<file path="src/verilog/gtf_pkg.sv">
// Purpose : Shared constants for the timer and free-running counter block
// Assumes : 50 MHz hclk, AHB-Lite word access
// Notes   : Offsets are byte addresses within the block
package gtf_pkg;
   // ----------------------------------------------------------------
   // Register map
   // ----------------------------------------------------------------
   localparam logic [11:0] OFS_CFG      = 12'h08C;
   localparam logic [11:0] OFS_CNT      = 12'h090;
   localparam logic [11:0] OFS_FREE     = 12'h09C;
   localparam logic [11:0] OFS_INT_STAT = 12'h0A0;
   localparam logic [11:0] OFS_INT_MASK = 12'h0A4;
   // ----------------------------------------------------------------
   // Fields and reset values
   // ----------------------------------------------------------------
   localparam int          CFG_EN_BIT   = 29;
   localparam int          LOAD_W       = 16;
   localparam int          FR_W         = 32;
   localparam logic [15:0] LOAD_RST     = 16'hFFFF;
   localparam logic [15:0] LOAD_DIS     = 16'hFFFF;
   localparam logic [15:0] CNT_RST      = 16'hFFFF;
   localparam int          INT_W        = 2;
   localparam int          INT_TMR_BIT  = 0;
   localparam int          INT_WRAP_BIT = 1;
   // ----------------------------------------------------------------
   // Timing
   // ----------------------------------------------------------------
   localparam int HCLK_MHZ     = 50;
   localparam int FR_MHZ       = 25;
   localparam int HCLK_NS      = 1000 / HCLK_MHZ;
   localparam int FR_DIV       = HCLK_MHZ / FR_MHZ;
   localparam int FR_CLEAR_NS  = 160;
   // Longest time: round down
   localparam int FR_CLEAR_CYC = FR_CLEAR_NS / HCLK_NS;
   // ----------------------------------------------------------------
   // Bus slave states
   // ----------------------------------------------------------------
   typedef enum logic [3:0] {
      ST_IDLE  = 4'b0001,
      ST_WR    = 4'b0010,
      ST_RWAIT = 4'b0100,
      ST_RD    = 4'b1000
   } gtf_bus_state_type;
endpackage

</file>
<file path="src/verilog/gtf_core_if.sv">
// Purpose : Carries control and state between register file and counters
// Assumes : Single hclk domain
// Notes   : No logic inside
`timescale 1ns/100ps
interface gtf_core_if;
   logic        enable;
   logic [15:0] preload;
   logic [15:0] count;
   logic        expired;
   logic [31:0] fr_count;
   logic        fr_wrap;
   modport ctl (output enable, output preload, input count,
                input expired, input fr_count, input fr_wrap);
   modport tmr (input enable, input preload, output count,
                output expired);
   modport frc (output fr_count, output fr_wrap);
endinterface

</file>
<file path="src/verilog/gtf_downcounter.sv">
// Purpose : 16-bit down-counting interval timer
// Assumes : enable and preload come from the register file, same clock
// Notes   : Preload of zero gives an event on every cycle
`timescale 1ns/100ps
module gtf_downcounter
(
   // Clock and reset
   input  wire logic  hclk,
   input  wire logic  hresetn,
   // Register file side
   gtf_core_if.tmr    ifc
);
   logic en_q;

   // Remember enable to find the start of a run
   always_ff @(posedge hclk or negedge hresetn)
   begin
      if (!hresetn)
         en_q <= 1'b0;
      else
         en_q <= ifc.enable;
   end

   // Count: load on start, step down, reload at zero, hold when halted
   always_ff @(posedge hclk or negedge hresetn)
   begin
      if (!hresetn)
      begin
         ifc.count   <= gtf_pkg::CNT_RST;
         ifc.expired <= 1'b0;
      end
      else
      begin
         ifc.expired <= 1'b0;
         if (ifc.enable && !en_q)
            ifc.count <= ifc.preload;
         else if (ifc.enable)
         begin
            if (ifc.count == 16'h0000)
            begin
               ifc.count   <= ifc.preload;
               ifc.expired <= 1'b1;
            end
            else
               ifc.count <= ifc.count - 16'h0001;
         end
      end
   end
endmodule

</file>
<file path="src/verilog/gtf_freerun.sv">
// Purpose : 32-bit free-running counter at 25 MHz
// Assumes : hclk is twice the counting rate
// Notes   : Wraps to zero and reports each wrap as a pulse
`timescale 1ns/100ps
module gtf_freerun
(
   // Clock and reset
   input  wire logic  hclk,
   input  wire logic  hresetn,
   // Register file side
   gtf_core_if.frc    ifc
);
   logic half;

   // Divide hclk by two to make the 25 MHz step
   always_ff @(posedge hclk or negedge hresetn)
   begin
      if (!hresetn)
         half <= 1'b0;
      else
         half <= ~half;
   end

   // Step and wrap; reset clears at once, well inside the allowed time
   always_ff @(posedge hclk or negedge hresetn)
   begin
      if (!hresetn)
      begin
         ifc.fr_count <= 32'h00000000;
         ifc.fr_wrap  <= 1'b0;
      end
      else
      begin
         ifc.fr_wrap <= half && (ifc.fr_count == 32'hFFFFFFFF);
         if (half)
            ifc.fr_count <= ifc.fr_count + 32'h00000001;
      end
   end
endmodule

</file>
<file path="src/verilog/gtf_timer_top.sv">
// Purpose : AHB-Lite slave with interval timer, free counter, interrupt
// Assumes : One slave on the bus, so hready is this slave's hreadyout
// Notes   : Writes take no wait state; reads take one
//
// Design decision made here: the AHB-Lite register port.
`timescale 1ns/100ps

// Functional notes
// - Timer runs while enable set, halts otherwise
// - Enable falling forces preload to all ones
// - Timer starts from preload and counts down
// - Enable is zero after reset
// - Timer interval can raise host interrupt
// - Read-only count field reads all ones after reset
// - Free counter starts zero, steps at 25 MHz
// - Free counter wraps to zero and continues
// - Free counter clear may take 160 ns
// - Free counter register shows live count
module gtf_timer_top
(
   // Clock and reset
   input  wire logic         hclk,
   input  wire logic         hresetn,
   // AHB-Lite slave
   input  wire logic         hsel,
   input  wire logic [11:0]  haddr,
   input  wire logic [1:0]   htrans,
   input  wire logic         hwrite,
   input  wire logic [2:0]   hsize,
   input  wire logic [31:0]  hwdata,
   input  wire logic         hready,
   output logic              hreadyout,
   output logic              hresp,
   output logic [31:0]       hrdata,
   // Interrupt
   output logic              irq
);
   // ----------------------------------------------------------------
   // Declarations
   // ----------------------------------------------------------------
   gtf_core_if                     ifc ();
   gtf_pkg::gtf_bus_state_type     state;
   gtf_pkg::gtf_bus_state_type     next_state;
   logic [11:0]                    addr_q;
   logic                           take;
   logic [gtf_pkg::INT_W-1:0]      int_status;
   logic [gtf_pkg::INT_W-1:0]      int_mask;
   logic [gtf_pkg::INT_W-1:0]      events;
   logic [gtf_pkg::INT_W-1:0]      w1c;
   logic                           wr_cfg;
   logic                           first;

   // Word match that ignores the byte lane bits
   function automatic logic hit(input logic [11:0] a,
                                input logic [11:0] ofs);
      hit = (a[11:2] == ofs[11:2]);
   endfunction

   // ----------------------------------------------------------------
   // Counters
   // ----------------------------------------------------------------
   gtf_downcounter u_tmr
   (
      .hclk    (hclk),
      .hresetn (hresetn),
      .ifc     (ifc.tmr)
   );

   gtf_freerun u_frc
   (
      .hclk    (hclk),
      .hresetn (hresetn),
      .ifc     (ifc.frc)
   );

   // ----------------------------------------------------------------
   // Bus slave
   // ----------------------------------------------------------------
   // A transfer is taken only on a valid NONSEQ/SEQ with hready high;
   // hsize is not checked since the master only moves whole words
   assign take = hsel && htrans[1] && hready;

   // Next state of the transfer sequencer
   always_comb
   begin
      next_state = state;
      unique case (state)
         gtf_pkg::ST_IDLE, gtf_pkg::ST_WR, gtf_pkg::ST_RD:
         begin
            if (take)
               next_state = hwrite ? gtf_pkg::ST_WR : gtf_pkg::ST_RWAIT;
            else
               next_state = gtf_pkg::ST_IDLE;
         end
         gtf_pkg::ST_RWAIT:
            next_state = gtf_pkg::ST_RD;
         default:
            next_state = gtf_pkg::ST_IDLE;
      endcase
   end

   // Sequencer state and captured address
   always_ff @(posedge hclk or negedge hresetn)
   begin
      if (!hresetn)
      begin
         state  <= gtf_pkg::ST_IDLE;
         addr_q <= 12'h000;
      end
      else
      begin
         state <= next_state;
         if (take)
            addr_q <= haddr;
      end
   end

   // Ready drops for the read wait; response is always OKAY
   always_ff @(posedge hclk or negedge hresetn)
   begin
      if (!hresetn)
      begin
         hreadyout <= 1'b1;
         hresp     <= 1'b0;
      end
      else
      begin
         hreadyout <= (next_state != gtf_pkg::ST_RWAIT);
         hresp     <= 1'b0;
      end
   end

   // Read data is fetched in the wait cycle, so a read that follows a
   // write sees the written value; unmapped words read as zero
   always_ff @(posedge hclk or negedge hresetn)
   begin
      if (!hresetn)
         hrdata <= 32'h00000000;
      else if (state == gtf_pkg::ST_RWAIT)
      begin
         hrdata <= 32'h00000000;
         if (hit(addr_q, gtf_pkg::OFS_CFG))
         begin
            hrdata[gtf_pkg::CFG_EN_BIT] <= ifc.enable;
            hrdata[15:0]                <= ifc.preload;
         end
         else if (hit(addr_q, gtf_pkg::OFS_CNT))
            hrdata[15:0] <= ifc.count;
         else if (hit(addr_q, gtf_pkg::OFS_FREE))
            hrdata <= ifc.fr_count;
         else if (hit(addr_q, gtf_pkg::OFS_INT_STAT))
            hrdata[gtf_pkg::INT_W-1:0] <= int_status;
         else if (hit(addr_q, gtf_pkg::OFS_INT_MASK))
            hrdata[gtf_pkg::INT_W-1:0] <= int_mask;
      end
   end

   // ----------------------------------------------------------------
   // Timer configuration
   // ----------------------------------------------------------------
   assign wr_cfg = (state == gtf_pkg::ST_WR) && hit(addr_q, gtf_pkg::OFS_CFG);

   // Only enable and preload are stored; all other bits are dropped
   always_ff @(posedge hclk or negedge hresetn)
   begin
      if (!hresetn)
      begin
         ifc.enable  <= 1'b0;
         ifc.preload <= gtf_pkg::LOAD_RST;
      end
      else if (wr_cfg)
      begin
         ifc.enable <= hwdata[gtf_pkg::CFG_EN_BIT];
         // A stop write wins over the preload value written with it
         if (ifc.enable && !hwdata[gtf_pkg::CFG_EN_BIT])
            ifc.preload <= gtf_pkg::LOAD_DIS;
         else
            ifc.preload <= hwdata[15:0];
      end
   end

   // ----------------------------------------------------------------
   // Interrupt
   // ----------------------------------------------------------------
   assign events = {ifc.fr_wrap, ifc.expired};
   assign w1c = ((state == gtf_pkg::ST_WR) &&
                 hit(addr_q, gtf_pkg::OFS_INT_STAT)) ?
                hwdata[gtf_pkg::INT_W-1:0] : '0;

   // Sticky status: a new event wins over a clear in the same cycle
   always_ff @(posedge hclk or negedge hresetn)
   begin
      if (!hresetn)
         int_status <= '0;
      else
         int_status <= (int_status & ~w1c) | events;
   end

   // Mask register; a one lets the matching status reach irq
   always_ff @(posedge hclk or negedge hresetn)
   begin
      if (!hresetn)
         int_mask <= '0;
      else if ((state == gtf_pkg::ST_WR) &&
               hit(addr_q, gtf_pkg::OFS_INT_MASK))
         int_mask <= hwdata[gtf_pkg::INT_W-1:0];
   end

   // Registered level; lags status by one cycle to keep the pin clean
   always_ff @(posedge hclk or negedge hresetn)
   begin
      if (!hresetn)
         irq <= 1'b0;
      else
         irq <= |(int_status & int_mask);
   end

   // ----------------------------------------------------------------
   // Checks
   // ----------------------------------------------------------------
   // Marks the first cycle after reset release for the checks below
   always_ff @(posedge hclk or negedge hresetn)
   begin
      if (!hresetn)
         first <= 1'b1;
      else
         first <= 1'b0;
   end
endmodule

</file>
<file path="config.mk">
export PLATFORM = sky130hd
export DESIGN_NAME = gtf_timer_top
export DESIGN_NICKNAME = d
export VERILOG_FILES = /design/src/verilog/gtf_pkg.sv /design/src/verilog/gtf_core_if.sv /design/src/verilog/gtf_downcounter.sv /design/src/verilog/gtf_freerun.sv /design/src/verilog/gtf_timer_top.sv
export SDC_FILE = /design/constraint.sdc
export NUM_CORES = 1
export LEC_CHECK = 0
export BUFFER_PORTS_ARGS = -buffer_cell sky130_fd_sc_hd__buf_2
export CAP_MARGIN = 25
export CORE_MARGIN = 2
export CORE_UTILIZATION = 40
export CTS_CLUSTER_DIAMETER = 60
export DETAILED_ROUTE_END_ITERATION = 6
export GPL_TIMING_DRIVEN = 0
export REMOVE_ABC_BUFFERS = 1
export SLEW_MARGIN = 30
export SYNTH_ARGS = -nofsm -noshare
export SYNTH_HDL_FRONTEND = slang
export SYNTH_SLANG_ARGS = --single-unit
</file>
<file path="constraint.sdc">
create_clock -name hclk -period 3 [get_ports hclk]
set_input_delay 0.45 -clock hclk [delete_from_list [all_inputs] [get_ports hclk]]
set_output_delay 0.45 -clock hclk [all_outputs]
set_load 0.02 [all_outputs]
</file>
==> impl_metrics.json <==
{
  "fp-row-count": 43,
  "period_needed_ns": 2.50,
  "global_route_wire_length_before_repair_um": 21600,
  "die_w_um": 124,
  "synth_area_mm2": 0.00573,
  "number_of_global_route_vias_before_repair": 4175,
  "first_iter_violations": 279,
  "clock_sinks": 121,
  "gpl.final_weighted_congestion": 0.802,
  "detailroute.via_count": 4338,
  "top_flip_flop_cell_by_instance_count_after_synthesis": "sky130_fd_sc_hd__dfrtp_1",
  "worst-path-max-fanout": 24,
  "power.ir.vdd_worst_mv": 0.396,
  "p_total_w": 0.00415,
  "detailedRoute.firstPassIterationCount": 4,
  "synth.area.top_cells": "sky130_fd_sc_hd__dfrtp_1, sky130_fd_sc_hd__dfstp_2, sky130_fd_sc_hd__nand2_1, sky130_fd_sc_hd__mux2i_1, sky130_fd_sc_hd__o21ai_0",
  "synth_edf_count": 0,
  "synth_async_sr_flop_share_pct": 100,
  "floorplan.io_pins": 89,
  "worstSetupPathDepth": 4,
  "outcome": "finished, final reports clean",
  "crit_required_ns": 3.33,
  "post_cts_resized": 0,
  "grt.total_usage_pct": 18.7,
  "r2r_slack_ns": 0.50,
  "avgViaCountPerCell": 5.34,
  "floorplan.die.height_um": 124,
  "filler_cell_count": 1296,
  "place.detailed.hpwl_um": 8980,
  "place.port_buffers": 66,
  "crit_buf_inv": 0,
  "power_per_cell_area_mw_per_mm2": 606,
  "max_clock_freq_mhz": 401,
  "post_synth_inst_count": 561,
  "cts_root_buf": "sky130_fd_sc_hd__clkbuf_16",
  "grt_setup_unrepaired": "no",
  "fin_skew_ns": 0.00644,
  "source_to_sink_clock_delay_at_the_later_pin_of_the_worst_skew_pair_ns": 0.41,
  "syn_avg_cell_area_um2": 10.2,
  "seq_area_frac_synth_pct": 53.6,
  "worstRegToRegCells": 4,
  "ant_nets": 0,
  "worst_path_dominant_cell_family": "simple AND/OR/NAND/NOR gates",
  "start_util_pct": 41.1,
  "cp.arrival_ns": 2.83,
  "finalInstanceArea_mm2": 0.00684,
  "placement.cell_area_mm2": 0.00621,
  "final.hold.worst_slack_ns": 0.223,
  "dieArea_mm2": 0.0153,
  "setup_slack_ns": 0.504,
  "overflow": 0,
  "finish.net_count": 676,
  "max-slew-margin-rel_pct": 50.5,
  "max-cap-violations": 0,
  "timing.final.crit_share_pct": 83.2,
  "report.final.slew_viol_count": 0,
  "clk_pin_slew_worst_paths_ns": 0.05,
  "slowest_delay_ns": 0.78,
  "ys_seq_elements": 121,
  "place_ws_ns": -0.320,
  "tritoncts": "built",
  "tightestPinTransition_ns": 0.742,
  "regToRegStartpoint": "addr_q[4]",
  "cts_buffer_count": 17,
  "floorplan.core_area_mm2": 0.0139,
  "min-delay-path-class": "in2reg",
  "ys.warnings.count": 0,
  "drive_gt1_share_pct": 25.6,
  "clock_tree.buffer_depth": 2,
  "antenna_cells_inserted": 0,
  "final-setup-viol-count": 0,
  "p_leak_nw": 3.20,
  "wl_um": 13400,
  "crit_start": "addr_q[4]",
  "ctsHtreeMaxLevel": 4,
  "pin_count_of_the_biggest_net_entering_global_routing": 87,
  "timing.critical_path.cells": "nor3b_1, and3_1, a21oi_1, o21ai_0",
  "critical_path.endpoint": "hrdata[9]",
  "detail_route.wl_per_cell_um": 16.5,
  "post-route-drc-count": 0,
  "synthToLayoutAreaGrowth_pct": 19.3,
  "crit_path_start_kind": "flop",
  "end_kind": "flop",
  "post-synth-top-area-fraction_pct": 38.0,
  "hold_viol_final": 0,
  "setup.worst_path.class": "reg2reg",
  "synth_largest_area_cell": "sky130_fd_sc_hd__dfrtp_1",
  "grt_antenna_before_repair": 0,
  "cpMaxStageDelayCell": "sky130_fd_sc_hd__dfrtp_2",
  "r2r_path_end": "hrdata[9]",
  "synth.lib_cells_used.distinct": 52
}
[worst min-delay path by stage]
stage / start / to / slack [ns] / cells after the start
after floorplan: hresetn / addr_q[10] / 0.15 / 0
after global placement: u_tmr.ifc.expired / int_status[0] / 0.44 / 1
after detailed placement: hresetn / irq / 0.34 / 1
after CTS: hwrite / state[2] / 0.21 / 2
after global routing: hwrite / state[2] / 0.22 / 2
final: hwrite / state[2] / 0.22 / 2
[report_power, final]
part	total [W]	leakage (nW)	switching, W	internal [W]
logic	0.000271	1.38	0.000136	0.000134
clock network	0.00206	0.294	0.000697	0.00137
registers	0.00181	1.52	0.000104	0.00171
total	0.00415	3.20	0.000937	0.00321
[kinds of logic after synthesis]
| family | share of synthesized area [%] |
|---|---|
| AND/OR/NAND/NOR | 17.6 |
| flip-flops | 53.6 |
| AO/OA/AOI/OAI | 12.6 |
| buffers and inverters | 3.47 |
| multiplexers | 7.16 |
| XOR/XNOR | 4.89 |
| adder cells (fa/ha/maj) | 0.655 |
| other | 0.0654 |
[cell usage after synthesis, types with 4 or more instances]
cell                       number
sky130_fd_sc_hd__a22o_1        16
sky130_fd_sc_hd__a31oi_1        4
sky130_fd_sc_hd__nor2_1        49
sky130_fd_sc_hd__and2_1         5
sky130_fd_sc_hd__nor4_1         8
sky130_fd_sc_hd__or3_1          5
sky130_fd_sc_hd__xor2_1        10
sky130_fd_sc_hd__inv_1         16
sky130_fd_sc_hd__a21oi_1       19
sky130_fd_sc_hd__and3_1         5
sky130_fd_sc_hd__o21ai_0       44
sky130_fd_sc_hd__nand2_1       62
sky130_fd_sc_hd__o21a_1         4
sky130_fd_sc_hd__nor3_1        13
sky130_fd_sc_hd__mux2i_1       23
sky130_fd_sc_hd__nand4_1       13
sky130_fd_sc_hd__dfrtp_1       87
sky130_fd_sc_hd__dfstp_2       34
sky130_fd_sc_hd__a22oi_1       11
sky130_fd_sc_hd__mux2_2        16
sky130_fd_sc_hd__nand3_1       26
sky130_fd_sc_hd__clkbuf_1      27
sky130_fd_sc_hd__xnor2_1       22
[worst register-to-register path, delay by kind of cell (launching register included)]
kind | cells | cell delay, ns
AO/OA/AOI/OAI | 2 | 0.41
flip-flops | 1 | 0.78
AND/OR/NAND/NOR | 2 | 1.24
[stage by stage]
stage               instances  setup TNS, ns  util (%)
global placement          774          -8.81      44.1
global route              812              0      49.1
CTS                       812              0      49.1
detailed placement        777          -4.30      44.6
finish                    812              0      49.1
floorplan                 528              0         -
[what timing repair did]
action                     4_1_cts  5_1_grt
hold endpoints to repair        15        0
setup buffers                    2        0
setup endpoints to repair       32        0
hold buffers                     1        0
[layout by cell type, fill, tap and decap left out, types with 3 or more instances in the layout]
| cell type | synthesis | layout |
|---|---|---|
| sky130_fd_sc_hd__a31oi_1 | 4 | 4 |
| sky130_fd_sc_hd__a21oi_1 | 19 | 19 |
| sky130_fd_sc_hd__clkbuf_8 | 0 | 3 |
| sky130_fd_sc_hd__buf_2 | 3 | 65 |
| sky130_fd_sc_hd__a22o_1 | 16 | 16 |
| sky130_fd_sc_hd__nand4_1 | 13 | 13 |
| sky130_fd_sc_hd__clkbuf_1 | 27 | 4 |
| sky130_fd_sc_hd__o21a_1 | 4 | 4 |
| sky130_fd_sc_hd__o21ai_0 | 44 | 44 |
| sky130_fd_sc_hd__dfrtp_1 | 87 | 85 |
| sky130_fd_sc_hd__clkbuf_16 | 0 | 17 |
| sky130_fd_sc_hd__and2_1 | 5 | 5 |
| sky130_fd_sc_hd__mux2i_1 | 23 | 23 |
| sky130_fd_sc_hd__nor4_1 | 8 | 8 |
| sky130_fd_sc_hd__nand3_1 | 26 | 26 |
| sky130_fd_sc_hd__mux2_2 | 16 | 16 |
| sky130_fd_sc_hd__xor2_1 | 10 | 10 |
| sky130_fd_sc_hd__a22oi_1 | 11 | 11 |
| sky130_fd_sc_hd__or3b_2 | 2 | 3 |
| sky130_fd_sc_hd__nor3_1 | 13 | 13 |
| sky130_fd_sc_hd__and3_1 | 5 | 5 |
| sky130_fd_sc_hd__nor2_1 | 49 | 47 |
| sky130_fd_sc_hd__bufinv_16 | 0 | 3 |
| sky130_fd_sc_hd__xnor2_1 | 22 | 22 |
| sky130_fd_sc_hd__and4_1 | 3 | 3 |
| sky130_fd_sc_hd__dfstp_2 | 34 | 34 |
| sky130_fd_sc_hd__clkinv_2 | 0 | 4 |
| sky130_fd_sc_hd__ha_1 | 3 | 3 |
| sky130_fd_sc_hd__or3_1 | 5 | 5 |
| sky130_fd_sc_hd__nand2_1 | 62 | 62 |
| sky130_fd_sc_hd__inv_1 | 16 | 16 |
[final cells by class]
class | instances | area (um2) | share of cell area, %
Inverter | 16 | 60.1 | 0.878
Sequential cell | 121 | 3070 | 44.9
Timing Repair Buffer | 72 | 415 | 6.07
Multi-Input combinational cell | 391 | 2470 | 36.1
Clock buffer | 24 | 482 | 7.04
Tap cell | 180 | 225 | 3.29
Clock inverter | 8 | 118 | 1.72
[sequential cells by signal (all words and copies together) (netlist names)]
signal,cells
u_frc.ifc.fr_count,32
int_mask,2
addr_q,10
u_tmr.ifc.expired,1
hreadyout,1
u_frc.half,1
u_frc.ifc.fr_wrap,1
u_tmr.ifc.count,16
int_status,2
ifc.preload,16
hrdata,32
ifc.enable,1
state,4
u_tmr.en_q,1
irq,1
[layer usage]
metal,vias to the layer above,routed length (um),part of all wire (%),track usage (%)
met5,-,0,0,0
met4,0,229,1.7,6.89
met3,14,665,5.0,5.04
met2,108,6210,46,28.7
met1,2114,6320,47,25.3
li1,2102,-,-,-
No activity file was read; power rests on OpenSTA's default activity.
